`src/core/psc_pkg.sv`:
```
// Shared constants and types of the transceiver status/control register bank.
// Assumes a 20 MHz device clock and a 32-bit AHB-Lite register port.
package psc_pkg;

    // -------------------------------------------------------------------
    // Register indices (byte address is four times the index)
    // -------------------------------------------------------------------
    localparam logic [7:0] IDX_PHY_EXTENDED_STATUS = 8'h10;
    localparam logic [7:0] IDX_PHY_SPECIFIC_CONTROL = 8'h11;
    localparam logic [7:0] IDX_INTERRUPT_STATUS_ENABLE_ONE = 8'h12;
    localparam logic [7:0] IDX_IRQ_STATUS = 8'h18;
    localparam logic [7:0] IDX_IRQ_CLEAR = 8'h19;
    localparam logic [7:0] IDX_IRQ_ENABLE = 8'h1a;

    // -------------------------------------------------------------------
    // Reset values and masks
    // -------------------------------------------------------------------
    localparam logic [15:0] CTRL_RESET = 16'h0108;
    localparam logic [15:0] CTRL_WMASK = 16'hfb1f;
    localparam logic [15:0] INTERRUPT_STATUS_ENABLE_RESET = 16'h0000;

    // -------------------------------------------------------------------
    // Field positions of the control register
    // -------------------------------------------------------------------
    localparam int CTRL_CLK_DISABLE = 15;
    localparam int CTRL_PS_ENABLE = 14;
    localparam int CTRL_PS_MODE_HI = 13;
    localparam int CTRL_PS_MODE_LO = 12;
    localparam int CTRL_SCR_BYPASS = 11;
    localparam int CTRL_FIFO_HI = 9;
    localparam int CTRL_FIFO_LO = 8;
    localparam int CTRL_COL_FD = 4;
    localparam int CTRL_INT_POL = 3;
    localparam int CTRL_INT_TEST = 2;
    localparam int CTRL_INT_EN = 1;
    localparam int CTRL_INT_OUT = 0;

    // Extended status bit positions
    localparam int STS_LINK = 0;
    localparam int STS_SPEED = 1;
    localparam int STS_DUPLEX = 2;

    // Power-save mode codes
    localparam logic [1:0] PS_MODE_NORMAL = 2'h0;
    localparam logic [1:0] PS_MODE_ACTIVE_SLEEP = 2'h2;

    // Loopback FIFO depth in nibbles for codes 0..3
    localparam logic [3:0] FIFO_NIB_0 = 4'h4;
    localparam logic [3:0] FIFO_NIB_1 = 4'h5;
    localparam logic [3:0] FIFO_NIB_2 = 4'h6;
    localparam logic [3:0] FIFO_NIB_3 = 4'h8;

    // Wrapper interrupt status bits
    localparam int IRQ_BIT_PIN = 0;
    localparam int IRQ_BIT_LINK = 1;
    localparam int IRQ_BIT_WAKE = 2;
    localparam int IRQ_W = 3;

    // -------------------------------------------------------------------
    // Timing
    // -------------------------------------------------------------------
    localparam longint CLK_PERIOD_NS = 50;
    localparam longint NLP_PERIOD_MS = 1400;
    localparam longint NLP_PERIOD_CYCLES_DEF = (NLP_PERIOD_MS * 64'd1000000) / CLK_PERIOD_NS;
    localparam int NLP_CNT_W = 25;

    // -------------------------------------------------------------------
    // Types
    // -------------------------------------------------------------------
    typedef enum logic [1:0] {
        PSC_PS_AWAKE = 2'b01,
        PSC_PS_SLEEP = 2'b10
    } psc_ps_state_t;

    // Line status reported by the transceiver core
    typedef struct packed {
        logic link_up;
        logic speed_10;
        logic duplex_full;
        logic autoneg_en;
    } psc_line_t;

    // Whole state of the register bank
    typedef struct packed {
        logic dp_write;
        logic rd_wait;
        logic [7:0] dp_idx;
        logic [15:0] rdata;
        logic [15:0] ctrl;
        logic [15:0] interrupt_status_enable;
        logic link;
        logic speed;
        logic duplex;
        logic strap_done;
        logic strap_speed;
        logic strap_duplex;
        psc_ps_state_t ps;
        logic [NLP_CNT_W-1:0] nlp_cnt;
        logic nlp_pulse;
        logic int_q;
        logic link_q;
        logic [IRQ_W-1:0] sts;
        logic [IRQ_W-1:0] ien;
    } psc_state_t;

endpackage

```
`src/core/psc_regs.sv`:
```
// Status and control register bank of a 10/100 transceiver, with AHB-Lite access.
// Assumes a single 20 MHz clock; all inputs are synchronous to it.
`timescale 1ns/1ps

// Summary of operation
// Duplex bit: 1 full; autoneg off gives strap (common mode) or 1 (extended).
// Speed bit resets 1, 1 means 10 Mbps; autoneg off: strap or 1.
// Link bit mirrors common_pinout_mode status link; reading never clears it.
// Clock disable bit acts only while in standard power-down.
// Power-save enable bit lets the selected power-save mode take effect.
// Mode field: 0 normal, 1 reserved, 2 active sleep.
// Active sleep sends link pulse every 1.4 s, wakes on partner.
// Scrambler bypass bit removes scrambler when set.
// Loopback FIFO depth codes give 4, 5, 6, 8 nibbles; reset 5.
// Software picks FIFO depth from packet size and clock accuracy.
// Collision output in full duplex only when enable bit set.
// Interrupt polarity resets 1; 1 idles high, asserts low.
// Test interrupt bit forces interrupt for as long as it is set.
// Interrupt enable gates event interrupts per individual event enables.
// Bit 0 selects pin as power-down input or interrupt output, its active level set by the polarity bit; the power-down input stays active low.
// Control resets to 0x0108; event register at 0x12 resets to zero.
// Event register: upper byte clear-on-read flags, lower byte enables.
// Reserved control bits read zero, writes ignored.
module psc_regs
    import psc_pkg::*;
#(
    parameter int unsigned NLP_PERIOD_CYCLES = int'(NLP_PERIOD_CYCLES_DEF)
) (
    input wire logic ref_clk,
    input wire logic rst,
    input wire logic hsel,
    input wire logic [31:0] haddr,
    input wire logic [1:0] htrans,
    input wire logic hwrite,
    input wire logic [2:0] hsize,
    input wire logic [31:0] hwdata,
    input wire logic hready,
    output logic hreadyout,
    output logic hresp,
    output logic [31:0] hrdata,
    input wire psc_line_t line_status,
    input wire logic enhanced_mode,
    input wire logic strap_speed_10,
    input wire logic strap_full_duplex,
    input wire logic powerdown_state,
    input wire logic partner_detected,
    input wire logic [7:0] event_pulse,
    input wire logic col_raw,
    input wire logic irq_powerdown_pin_i,
    output logic irq_powerdown_pin_o,
    output logic irq_powerdown_pin_oe,
    output logic powerdown_req,
    output logic clk_disable,
    output logic sleep_active,
    output logic nlp_pulse,
    output logic scrambler_bypass,
    output logic [3:0] lpbk_fifo_nibbles,
    output logic col_out,
    output logic irq
);

    // -------------------------------------------------------------------
    // State and helpers
    // -------------------------------------------------------------------
    psc_state_t st;
    psc_state_t next_st;
    logic int_active;
    logic ps_wanted;

    // Register read multiplexer
    function automatic logic [15:0] read_mux(input psc_state_t s, input logic [7:0] idx);
        logic [15:0] v;
        v = 16'h0000;
        unique case (idx)
            IDX_PHY_EXTENDED_STATUS: begin
                v[STS_LINK] = s.link;
                v[STS_SPEED] = s.speed;
                v[STS_DUPLEX] = s.duplex;
            end
            IDX_PHY_SPECIFIC_CONTROL: v = s.ctrl & CTRL_WMASK;
            IDX_INTERRUPT_STATUS_ENABLE_ONE: v = s.interrupt_status_enable;
            IDX_IRQ_STATUS: v[IRQ_W-1:0] = s.sts;
            IDX_IRQ_ENABLE: v[IRQ_W-1:0] = s.ien;
            default: v = 16'h0000;
        endcase
        return v;
    endfunction

    // Interrupt condition before polarity
    assign int_active = st.ctrl[CTRL_INT_TEST]
        | (st.ctrl[CTRL_INT_EN] & (|(st.interrupt_status_enable[15:8] & st.interrupt_status_enable[7:0])));

    // Active sleep requested by software
    assign ps_wanted = st.ctrl[CTRL_PS_ENABLE]
        & (st.ctrl[CTRL_PS_MODE_HI:CTRL_PS_MODE_LO] == PS_MODE_ACTIVE_SLEEP);

    // -------------------------------------------------------------------
    // Next-state logic
    // -------------------------------------------------------------------
    always_comb begin
        logic accept;
        logic rd_clr;
        logic [IRQ_W-1:0] sts_clr;
        logic [IRQ_W-1:0] sts_set;
        accept = 1'b0;
        rd_clr = 1'b0;
        sts_clr = '0;
        sts_set = '0;
        next_st = st;
        next_st.nlp_pulse = 1'b0;

        // Data phase of a write commits the word
        if (st.dp_write) begin
            unique case (st.dp_idx)
                IDX_PHY_SPECIFIC_CONTROL: next_st.ctrl = hwdata[15:0] & CTRL_WMASK;
                IDX_INTERRUPT_STATUS_ENABLE_ONE: next_st.interrupt_status_enable[7:0] = hwdata[7:0];
                IDX_IRQ_CLEAR: sts_clr = hwdata[IRQ_W-1:0];
                IDX_IRQ_ENABLE: next_st.ien = hwdata[IRQ_W-1:0];
                default: next_st.ctrl = next_st.ctrl;
            endcase
        end

        // Read wait state: load data, apply clear-on-read
        if (st.rd_wait) begin
            next_st.rdata = read_mux(st, st.dp_idx);
            next_st.rd_wait = 1'b0;
            rd_clr = (st.dp_idx == IDX_INTERRUPT_STATUS_ENABLE_ONE);
        end

        // Address phase
        accept = hsel & htrans[1] & hready;
        next_st.dp_write = accept & hwrite;
        if (accept) begin
            next_st.dp_idx = haddr[9:2];
            next_st.rd_wait = ~hwrite;
        end

        // Event flags: a new event wins over the read clear
        next_st.interrupt_status_enable[15:8] = (st.interrupt_status_enable[15:8] & ~{8{rd_clr}}) | event_pulse;

        // Strap capture once after reset release
        if (!st.strap_done) begin
            next_st.strap_done = 1'b1;
            next_st.strap_speed = strap_speed_10;
            next_st.strap_duplex = strap_full_duplex;
        end

        // Extended status bits
        next_st.link = line_status.link_up;
        if (line_status.autoneg_en) begin
            next_st.speed = line_status.speed_10;
            next_st.duplex = line_status.duplex_full;
        end else if (enhanced_mode) begin
            next_st.speed = 1'b1;
            next_st.duplex = 1'b1;
        end else begin
            next_st.speed = st.strap_speed;
            next_st.duplex = st.strap_duplex;
        end

        // Active sleep sequencer
        unique case (st.ps)
            PSC_PS_AWAKE: begin
                if (ps_wanted && !partner_detected) begin
                    next_st.ps = PSC_PS_SLEEP;
                    next_st.nlp_cnt = '0;
                end
            end
            PSC_PS_SLEEP: begin
                if (partner_detected) begin
                    next_st.ps = PSC_PS_AWAKE;
                    next_st.ctrl[CTRL_PS_ENABLE] = 1'b0;
                    sts_set[IRQ_BIT_WAKE] = 1'b1;
                end else if (!ps_wanted) begin
                    next_st.ps = PSC_PS_AWAKE;
                end else if (st.nlp_cnt == NLP_CNT_W'(NLP_PERIOD_CYCLES - 1)) begin
                    next_st.nlp_cnt = '0;
                    next_st.nlp_pulse = 1'b1;
                end else begin
                    next_st.nlp_cnt = st.nlp_cnt + 1'b1;
                end
            end
        endcase

        // Wrapper sticky events: set wins over clear
        next_st.int_q = int_active;
        next_st.link_q = st.link;
        sts_set[IRQ_BIT_PIN] = int_active & ~st.int_q;
        sts_set[IRQ_BIT_LINK] = st.link ^ st.link_q;
        next_st.sts = (st.sts & ~sts_clr) | sts_set;
    end

    // -------------------------------------------------------------------
    // State register
    // -------------------------------------------------------------------
    always_ff @(posedge ref_clk or posedge rst) begin
        if (rst) begin
            st.dp_write <= 1'b0;
            st.rd_wait <= 1'b0;
            st.dp_idx <= 8'h00;
            st.rdata <= 16'h0000;
            st.ctrl <= CTRL_RESET;
            st.interrupt_status_enable <= INTERRUPT_STATUS_ENABLE_RESET;
            st.link <= 1'b0;
            st.speed <= 1'b1;
            st.duplex <= 1'b0;
            st.strap_done <= 1'b0;
            st.strap_speed <= 1'b1;
            st.strap_duplex <= 1'b0;
            st.ps <= PSC_PS_AWAKE;
            st.nlp_cnt <= '0;
            st.nlp_pulse <= 1'b0;
            st.int_q <= 1'b0;
            st.link_q <= 1'b0;
            st.sts <= '0;
            st.ien <= '0;
        end else begin
            st <= next_st;
        end
    end

    // -------------------------------------------------------------------
    // Outputs
    // -------------------------------------------------------------------
    // Bus answers: one wait state on reads only
    assign hreadyout = ~st.rd_wait;
    assign hresp = 1'b0;
    assign hrdata = {16'h0000, st.rdata};

    // Pin: level follows polarity; driven only when selected as output
    assign irq_powerdown_pin_o = int_active ^ st.ctrl[CTRL_INT_POL];
    assign irq_powerdown_pin_oe = st.ctrl[CTRL_INT_OUT];
    assign powerdown_req = ~st.ctrl[CTRL_INT_OUT] & ~irq_powerdown_pin_i;

    // Transceiver controls
    assign clk_disable = st.ctrl[CTRL_CLK_DISABLE] & powerdown_state;
    assign sleep_active = (st.ps == PSC_PS_SLEEP);
    assign nlp_pulse = st.nlp_pulse;
    assign scrambler_bypass = st.ctrl[CTRL_SCR_BYPASS];
    assign col_out = col_raw & (~st.duplex | st.ctrl[CTRL_COL_FD]);

    // FIFO depth decode
    always_comb begin
        unique case (st.ctrl[CTRL_FIFO_HI:CTRL_FIFO_LO])
            2'h0: lpbk_fifo_nibbles = FIFO_NIB_0;
            2'h1: lpbk_fifo_nibbles = FIFO_NIB_1;
            2'h2: lpbk_fifo_nibbles = FIFO_NIB_2;
            2'h3: lpbk_fifo_nibbles = FIFO_NIB_3;
        endcase
    end

    // Wrapper interrupt level
    assign irq = |(st.sts & st.ien);
endmodule

```
`config.mk`:
```
export PLATFORM = sky130hd
export DESIGN_NAME = psc_regs
export DESIGN_NICKNAME = d
export VERILOG_FILES = /design/src/core/psc_pkg.sv /design/src/core/psc_regs.sv
export SDC_FILE = /design/constraint.sdc
export NUM_CORES = 1
export LEC_CHECK = 0
export ABC_AREA = 1
export BUFFER_PORTS_ARGS = -buffer_cell sky130_fd_sc_hd__buf_2
export CAP_MARGIN = 10
export CORE_ASPECT_RATIO = 0.8
export CORE_MARGIN = 4
export CORE_UTILIZATION = 35
export CTS_CLUSTER_DIAMETER = 150
export DETAILED_ROUTE_END_ITERATION = 10
export PLACE_DENSITY = 0.63
export SYNTH_ARGS = -nofsm -noshare
export SYNTH_HDL_FRONTEND = slang
export SYNTH_SLANG_ARGS = --single-unit
```
`constraint.sdc`:
```
create_clock -name ref_clk -period 4.75 [get_ports ref_clk]
set_input_delay 0.2375 -clock ref_clk [delete_from_list [all_inputs] [get_ports ref_clk]]
set_output_delay 0.2375 -clock ref_clk [all_outputs]
set_load 0.01 [all_outputs]
```
Word level (Yosys, flattened, before mapping)
Index checks and enable logic that the tools add are counted.
{ "totals": {"ff_bits": 96, "latch_bits": 0, "mem_bits_rw": 0, "romBits": 0, "output_inout_bits": 47, "wordCells": 100, "memories": 0} }
{ "classes": {"add_sub_neg": 1, "multipliers": 0, "n_div": 0, "n_lt_le_gt_ge": 0, "n_eq_ne": 17, "n_shift": 0, "mux": 24, "bitwise_logic": 27, "n_reduce_logical": 10} }
{ "ops": {"columns": ["op", "count"], "rows": [
  ["27-bit one-hot mux with 2 select lines", 1],
  ["26-bit 2-to-1 mux", 2],
  ["8-bit by 5-bit == test with 1-bit output, second input constant", 6],
  ["15-bit 2-to-1 mux", 2],
  ["27-bit 2-to-1 mux", 1],
  ["13-bit one-hot mux with 2 select lines", 1],
  ["25-bit by 1-bit adder with 25-bit output, second input constant", 1],
  ["25-bit == test, second input constant", 1],
  ["25-bit 2-to-1 mux", 1],
  ["8-bit AND", 2],
  ["4-bit one-hot mux with 4 select lines", 1],
  ["3-bit one-hot mux with 5 select lines", 1],
  ["1-bit AND", 9],
  ["9-bit 2-to-1 mux", 1],
  ["2-bit == test, second input constant", 4],
  ["2-bit 2-to-1 mux", 4],
  ["8-bit inverter", 1],
  ["8-bit OR", 1],
  ["2-bit AND reduction", 4],
  ["8-bit OR reduction", 1],
  ["1-bit 2-to-1 mux", 7],
  ["3-bit AND", 2],
  ["3-bit 2-to-1 mux", 2],
  ["1-bit inverter", 6],
  ["other kinds (13)", 17]
]} }

Logic depth before layout (Yosys ltp)
{ "depth": {"ltp_word": 6, "depth_mapped": 11, "ltp_nobuf": 10} }

Worst setup path before layout
OpenSTA, ideal clock, no wires.
{ "synth_timing": {"path_type": "register to register", "from": "register st[9] (netlist bit)", "to": "register st[18] (netlist bit)", "arrival_ns": 1.308, "required_time_ns": 4.629, "slack_ns": 3.321, "path_stages_with_launch": 12, "cell_sequence": "dfrtp_1 -> ha_1 -> inv_1 -> nor2_1 -> nand2_1 -> nor2_1 -> nand2_1 -> nand2_2 -> nand2_2 -> clkinv_2 -> buf_6 -> nor2_1"} }
{ "synth_via": {"elab_chain_cells": 5, "elab_cells_between_ends": 6, "classes_between": "1 x add/sub; 1 x eq/ne; 4 x mux"} }
{ "synth_rtl": {"columns": ["element", "line", "source"], "rows": [
  ["start, declared", "psc_regs.sv:65", "psc_state_t st;"],
  ["start signal, assigned", "psc_regs.sv:218", "st <= next_st;"],
  ["25-bit by 1-bit adder with 25-bit output / 25-bit == test (equally long branches)", "psc_regs.sv:180, psc_regs.sv:176", null],
  ["25-bit 2-to-1 mux *", "psc_regs.sv:176", "end else if (st.nlp_cnt == NLP_CNT_W'(NLP_PERIOD_CYCLES - 1)) begin"],
  ["26-bit 2-to-1 mux *", "psc_regs.sv:174", "end else if (!ps_wanted) begin"],
  ["26-bit 2-to-1 mux *", "psc_regs.sv:170", "if (partner_detected) begin"],
  ["27-bit one-hot mux with 2 select lines *", "psc_regs.sv:162", "unique case (st.ps)"]
]} }
Mark *: on every way between the ends. The rest lies on a longest branch, timed or not. The select of a mux whose other input is x is not followed.
A chain may end at the register's enable or synchronous reset.

Worst setup path in the final report
{ "layout_timing": {"from": "register st[34] (netlist bit)", "to": "register st[24] (netlist bit)"} }
{ "layout_via": {"elab_chain_cells": 3, "elab_cells_between_ends": 7, "classes_between": "5 x eq/ne; 1 x mux; 1 x reduce/logical"} }
{ "layout_rtl": {"columns": ["element", "line"], "rows": [
  ["2-bit == test / 2-bit by 1-bit == test with 1-bit output (equally long branches)", "psc_regs.sv:162"],
  ["2-bit by 1-bit inequality test with 1-bit output (no source line) / 2-bit inequality test (equally long branches)", null],
  ["3-bit AND reduction (no source line)", null]
]} }
Parallel ways exist; a longest one is shown, timed or not.

==> reports/results.tsv <==
stage	metric	value	unit
outcome	outcome	completed	
sta	unrepaired setup endpoints after global routing	no	
sta	fmax	540	MHz
detailed_routing	DR vias	3942	
worst_setup_path	Reg2Reg Setup Slack	2.90	ns
worst_setup_path	critical path's slowest cell	dfstp_2	
yosys	dominant cell type by area after synthesis	dfrtp_1	
yosys	Cell Area, Synth	0.00501	mm2
finish	layout cells sized above 1	19.0	%
yosys	#FFs+latches synth	96	
worst_setup_path	Reg-to-Reg Start	st[34]	
global_route	vias in the first global route	3690	
worst_setup_path	startpoint type of the worst setup path	register	
global_route	grt ovf	0	
clock_network	total CTS buffers	9	
detailed_routing	initial DRC count	243	
sta	Slew Viols, Final	0	
pwr	worst vdd ir	0.000198	V
worst_setup_path	slowest stage delay, CP	0.53	ns
place	DP Worst Slack	2.87	ns
detailed_routing	post-route ant nets	0	
floorplanning	Die ar.	0.0163	mm2
floorplanning	Starting Density	36.4	%
worst_setup_path	Worst R2R End	st[24]	
sta	final worst slack	2.90	ns
finish	Post-Layout Cell Count	863	
sta	Fin Clk Skew	0.00690	ns
flow_run	Max Cap Viol	0	
place	port bufs	77	
floorplanning	I/O Pins	140	
pwr	clock network power share	38.6	%
yosys	Synth top cells by count	nand2_1 (152), dfrtp_1 (91), nor2_1 (77)	
sta	Period Utilization, post-route	39.0	%
yosys	top-count cell post-synth	nand2_1	
yosys	Yosys cell types	34	
pwr	Power Total	1.88	mW
hold_path	hold crit path type	input port to asynchronous set/reset pin	
worst_setup_path	largest delay contributor family on the critical path	simple AND/OR/NAND/NOR gates	
sta	worst-margin pin slew	0.778	ns
global_route	first-pass GRT wire length	18900	um
finish	area grow syn2layout	12.7	%
clock_network	post-cts sizing count	0	
detailed_routing	drt drc	0	
worst_setup_path	path depth of the worst reg2reg path	10	
pwr	Pint	1.33	mW
sta	setup violators final	0	
yosys	EDFF count, synth	0	
sta	final worst path period need	1.85	ns
yosys	share of the synthesized area in the top cell type	45.4	%
floorplanning	area of the core	0.0138	mm2
clock_network	CTS tree	yes	
sta	TNS Setup	0	ns
yosys	Synth warnings	0	
clock_network	Worst-path clk slew	0.07	ns
floorplanning	Row Count	38	
floorplanning	die width	142	um
place	placed instance count	846	
clock_network	H-tree levels	3	
clock_network	TritonCTS Sinks	96	
clock_network	CTS root buf	clkbuf_16	
yosys	Async S/R FF share, synth	100	%
worst_setup_path	crit path DAT	2.13	ns
global_route	largest net degree at the start of global routing	65	
place	detailed placer's ending HPWL	8440	um
worst_setup_path	crit path from	st[34]	
detailed_routing	DR vias/cell	4.57	
finish	antenna cells	0	
detailed_routing	Pre-antenna DRT Iters	5	
place	placed cell area	0.00534	mm2
yosys	post-synthesis sequential area ratio	48.1	%
worst_setup_path	worst setup path endpoint	st[24]	
finish	Nets	773	
worst_setup_path	CP Data Required Time	5.03	ns
pwr	Gate power share	14.5	%
worst_setup_path	CP Depth	10	
worst_setup_path	Top cell by count, worst path	nand2_1	
yosys	Mean Syn Cell Area	8.10	um2
sta	Final Hold Viols	0	
detailed_routing	Wirelength per Cell	13.1	um
detailed_routing	drt total wl	11300	um
pwr	Cell Pwr Density	332	mW/mm2
pwr	Flop pwr share	46.9	%
yosys	largest cells by area after synthesis	dfrtp_1 (45%), nand2_1 (11%), nor2_1 (5.8%)	
clock_network	clk_lat worst skew	0.34	ns
floorplanning	Die Y	115	um
global_route	Total GRT Usage	14.4	%
worst_setup_path	buffers plus inverters on the worst setup path	3	
pwr	Switching Share	29.2	%
worst_setup_path	Worst Path Max Fanout	23	
pwr	leakage	2.82	nW
worst_setup_path	Critical Path End Type	register	
worst_setup_path	Setup CP Type	register to register	
worst_setup_path	crit path cell chain	inv_1 > nand2_1 > nand2_1 > nand2_2 > inv_2 > nor2_1 > nand3_1 > nand2_1 > inv_1 > nor2_1	
yosys	Primary FF master, synth	dfrtp_1	
global_route	initial antenna violation count	1	
clock_network	clock buffer depth	2	
finish	Final Instance Area	0.00565	mm2
yosys	Cells after Synth	619	
pwr	net switching power	0.547	mW
sta	max_slew headroom	48.1	%
place	GP Congestion	0.845	
## stage by stage
stage / utilization (%) / hold WS (ns)
after global placement: 38.8 / 0.348
after CTS: 40.9 / 0.00108
final: 41.0 / 0.0394
after detailed placement: 38.8 / 0.356
after global routing: 41.0 / 0.0414
after floorplan: - / 0.269
## cells in the final DEF, fill, tap and decap left out, types with 3 or more instances in the layout
| cell | instances |
|---|---|
| inv_2 | 4 |
| o21bai_1 | 9 |
| nor2_1 | 77 |
| xor2_1 | 11 |
| nand2_2 | 8 |
| mux2_2 | 4 |
| nor3_1 | 5 |
| conb_1 | 18 |
| nor2_2 | 3 |
| o21ai_0 | 19 |
| clkinv_2 | 4 |
| clkbuf_16 | 9 |
| buf_2 | 77 |
| nand3b_1 | 3 |
| inv_1 | 70 |
| o21ai_1 | 6 |
| nand3_1 | 44 |
| nor2_4 | 7 |
| nand2_1 | 152 |
| dfrtp_1 | 91 |
| a21oi_1 | 10 |
| dfstp_2 | 5 |
| o211ai_1 | 6 |
| nand4_1 | 21 |
## cells by family after synthesis
logic type      synth area share (%)
flops                           48.1
fa+ha+maj                      0.499
compound gates                  6.61
buf+inv                         12.7
xor+xnor                        2.27
other cells                    0.150
simple gates                    28.8
mux                            0.899
## final cells by class
type / count / area [um2]
clock buffers: 9 / 225
flip-flops and latches: 96 / 2410
repair buffers: 79 / 403
inverters: 76 / 289
fillers: 1438 / 8140
clock inverters: 7 / 70.1
multi-input cells: 416 / 2030
well taps: 180 / 225
## sequential cells by signal, summed over array words and instances (netlist names)
name,flops
irq_powerdown_pin_oe,1
next_st,1
st,76
scrambler_bypass,1
nlp_pulse,1
hrdata,16
## how the worst min path moves through the flow
| stage | cells after the start | start | endpoint |
|---|---|---|---|
| 2_1_floorplan | 0 | line_status[3] | next_st[6] |
| 3_3_place_gp | 1 | line_status[3] | next_st[6] |
| 3_5_place_dp | 1 | line_status[3] | next_st[6] |
| 4_1_cts | 1 | line_status[3] | next_st[6] |
| 5_1_grt | 2 | hwrite | st[98] |
| 6_report | 2 | rst | st[36] |
## what timing repair did
action | CTS | global route
hold endpoints to repair | 0 | 1
setup endpoints to repair | 0 | 0
buffers inserted | 0 | 0
hold buffers | 0 | 1
## power by group through the flow
stage | clock, mW | combinational (mW) | sequential, mW
2_1_floorplan | 0 | 0.221 | 0.890
3_3_place_gp | 0 | 0.277 | 0.895
3_5_place_dp | 0 | 0.278 | 0.896
4_1_cts | 0.742 | 0.279 | 0.880
5_1_grt | 0.780 | 0.308 | 0.884
6_report | 0.725 | 0.273 | 0.880
## metal layers
metal / routed length [um] / track usage, % / up-vias / part of all wire [%]
li1: - / - / 2017 / -
met3: 914 / 3.83 / 12 / 8.1
met4: 136 / 4.03 / 2 / 1.2
met1: 5690 / 21.9 / 1781 / 50
met5: 13 / 0 / - / 0.11
met2: 4550 / 20.2 / 130 / 40
Note: power is estimated with default switching activity, not from simulation.
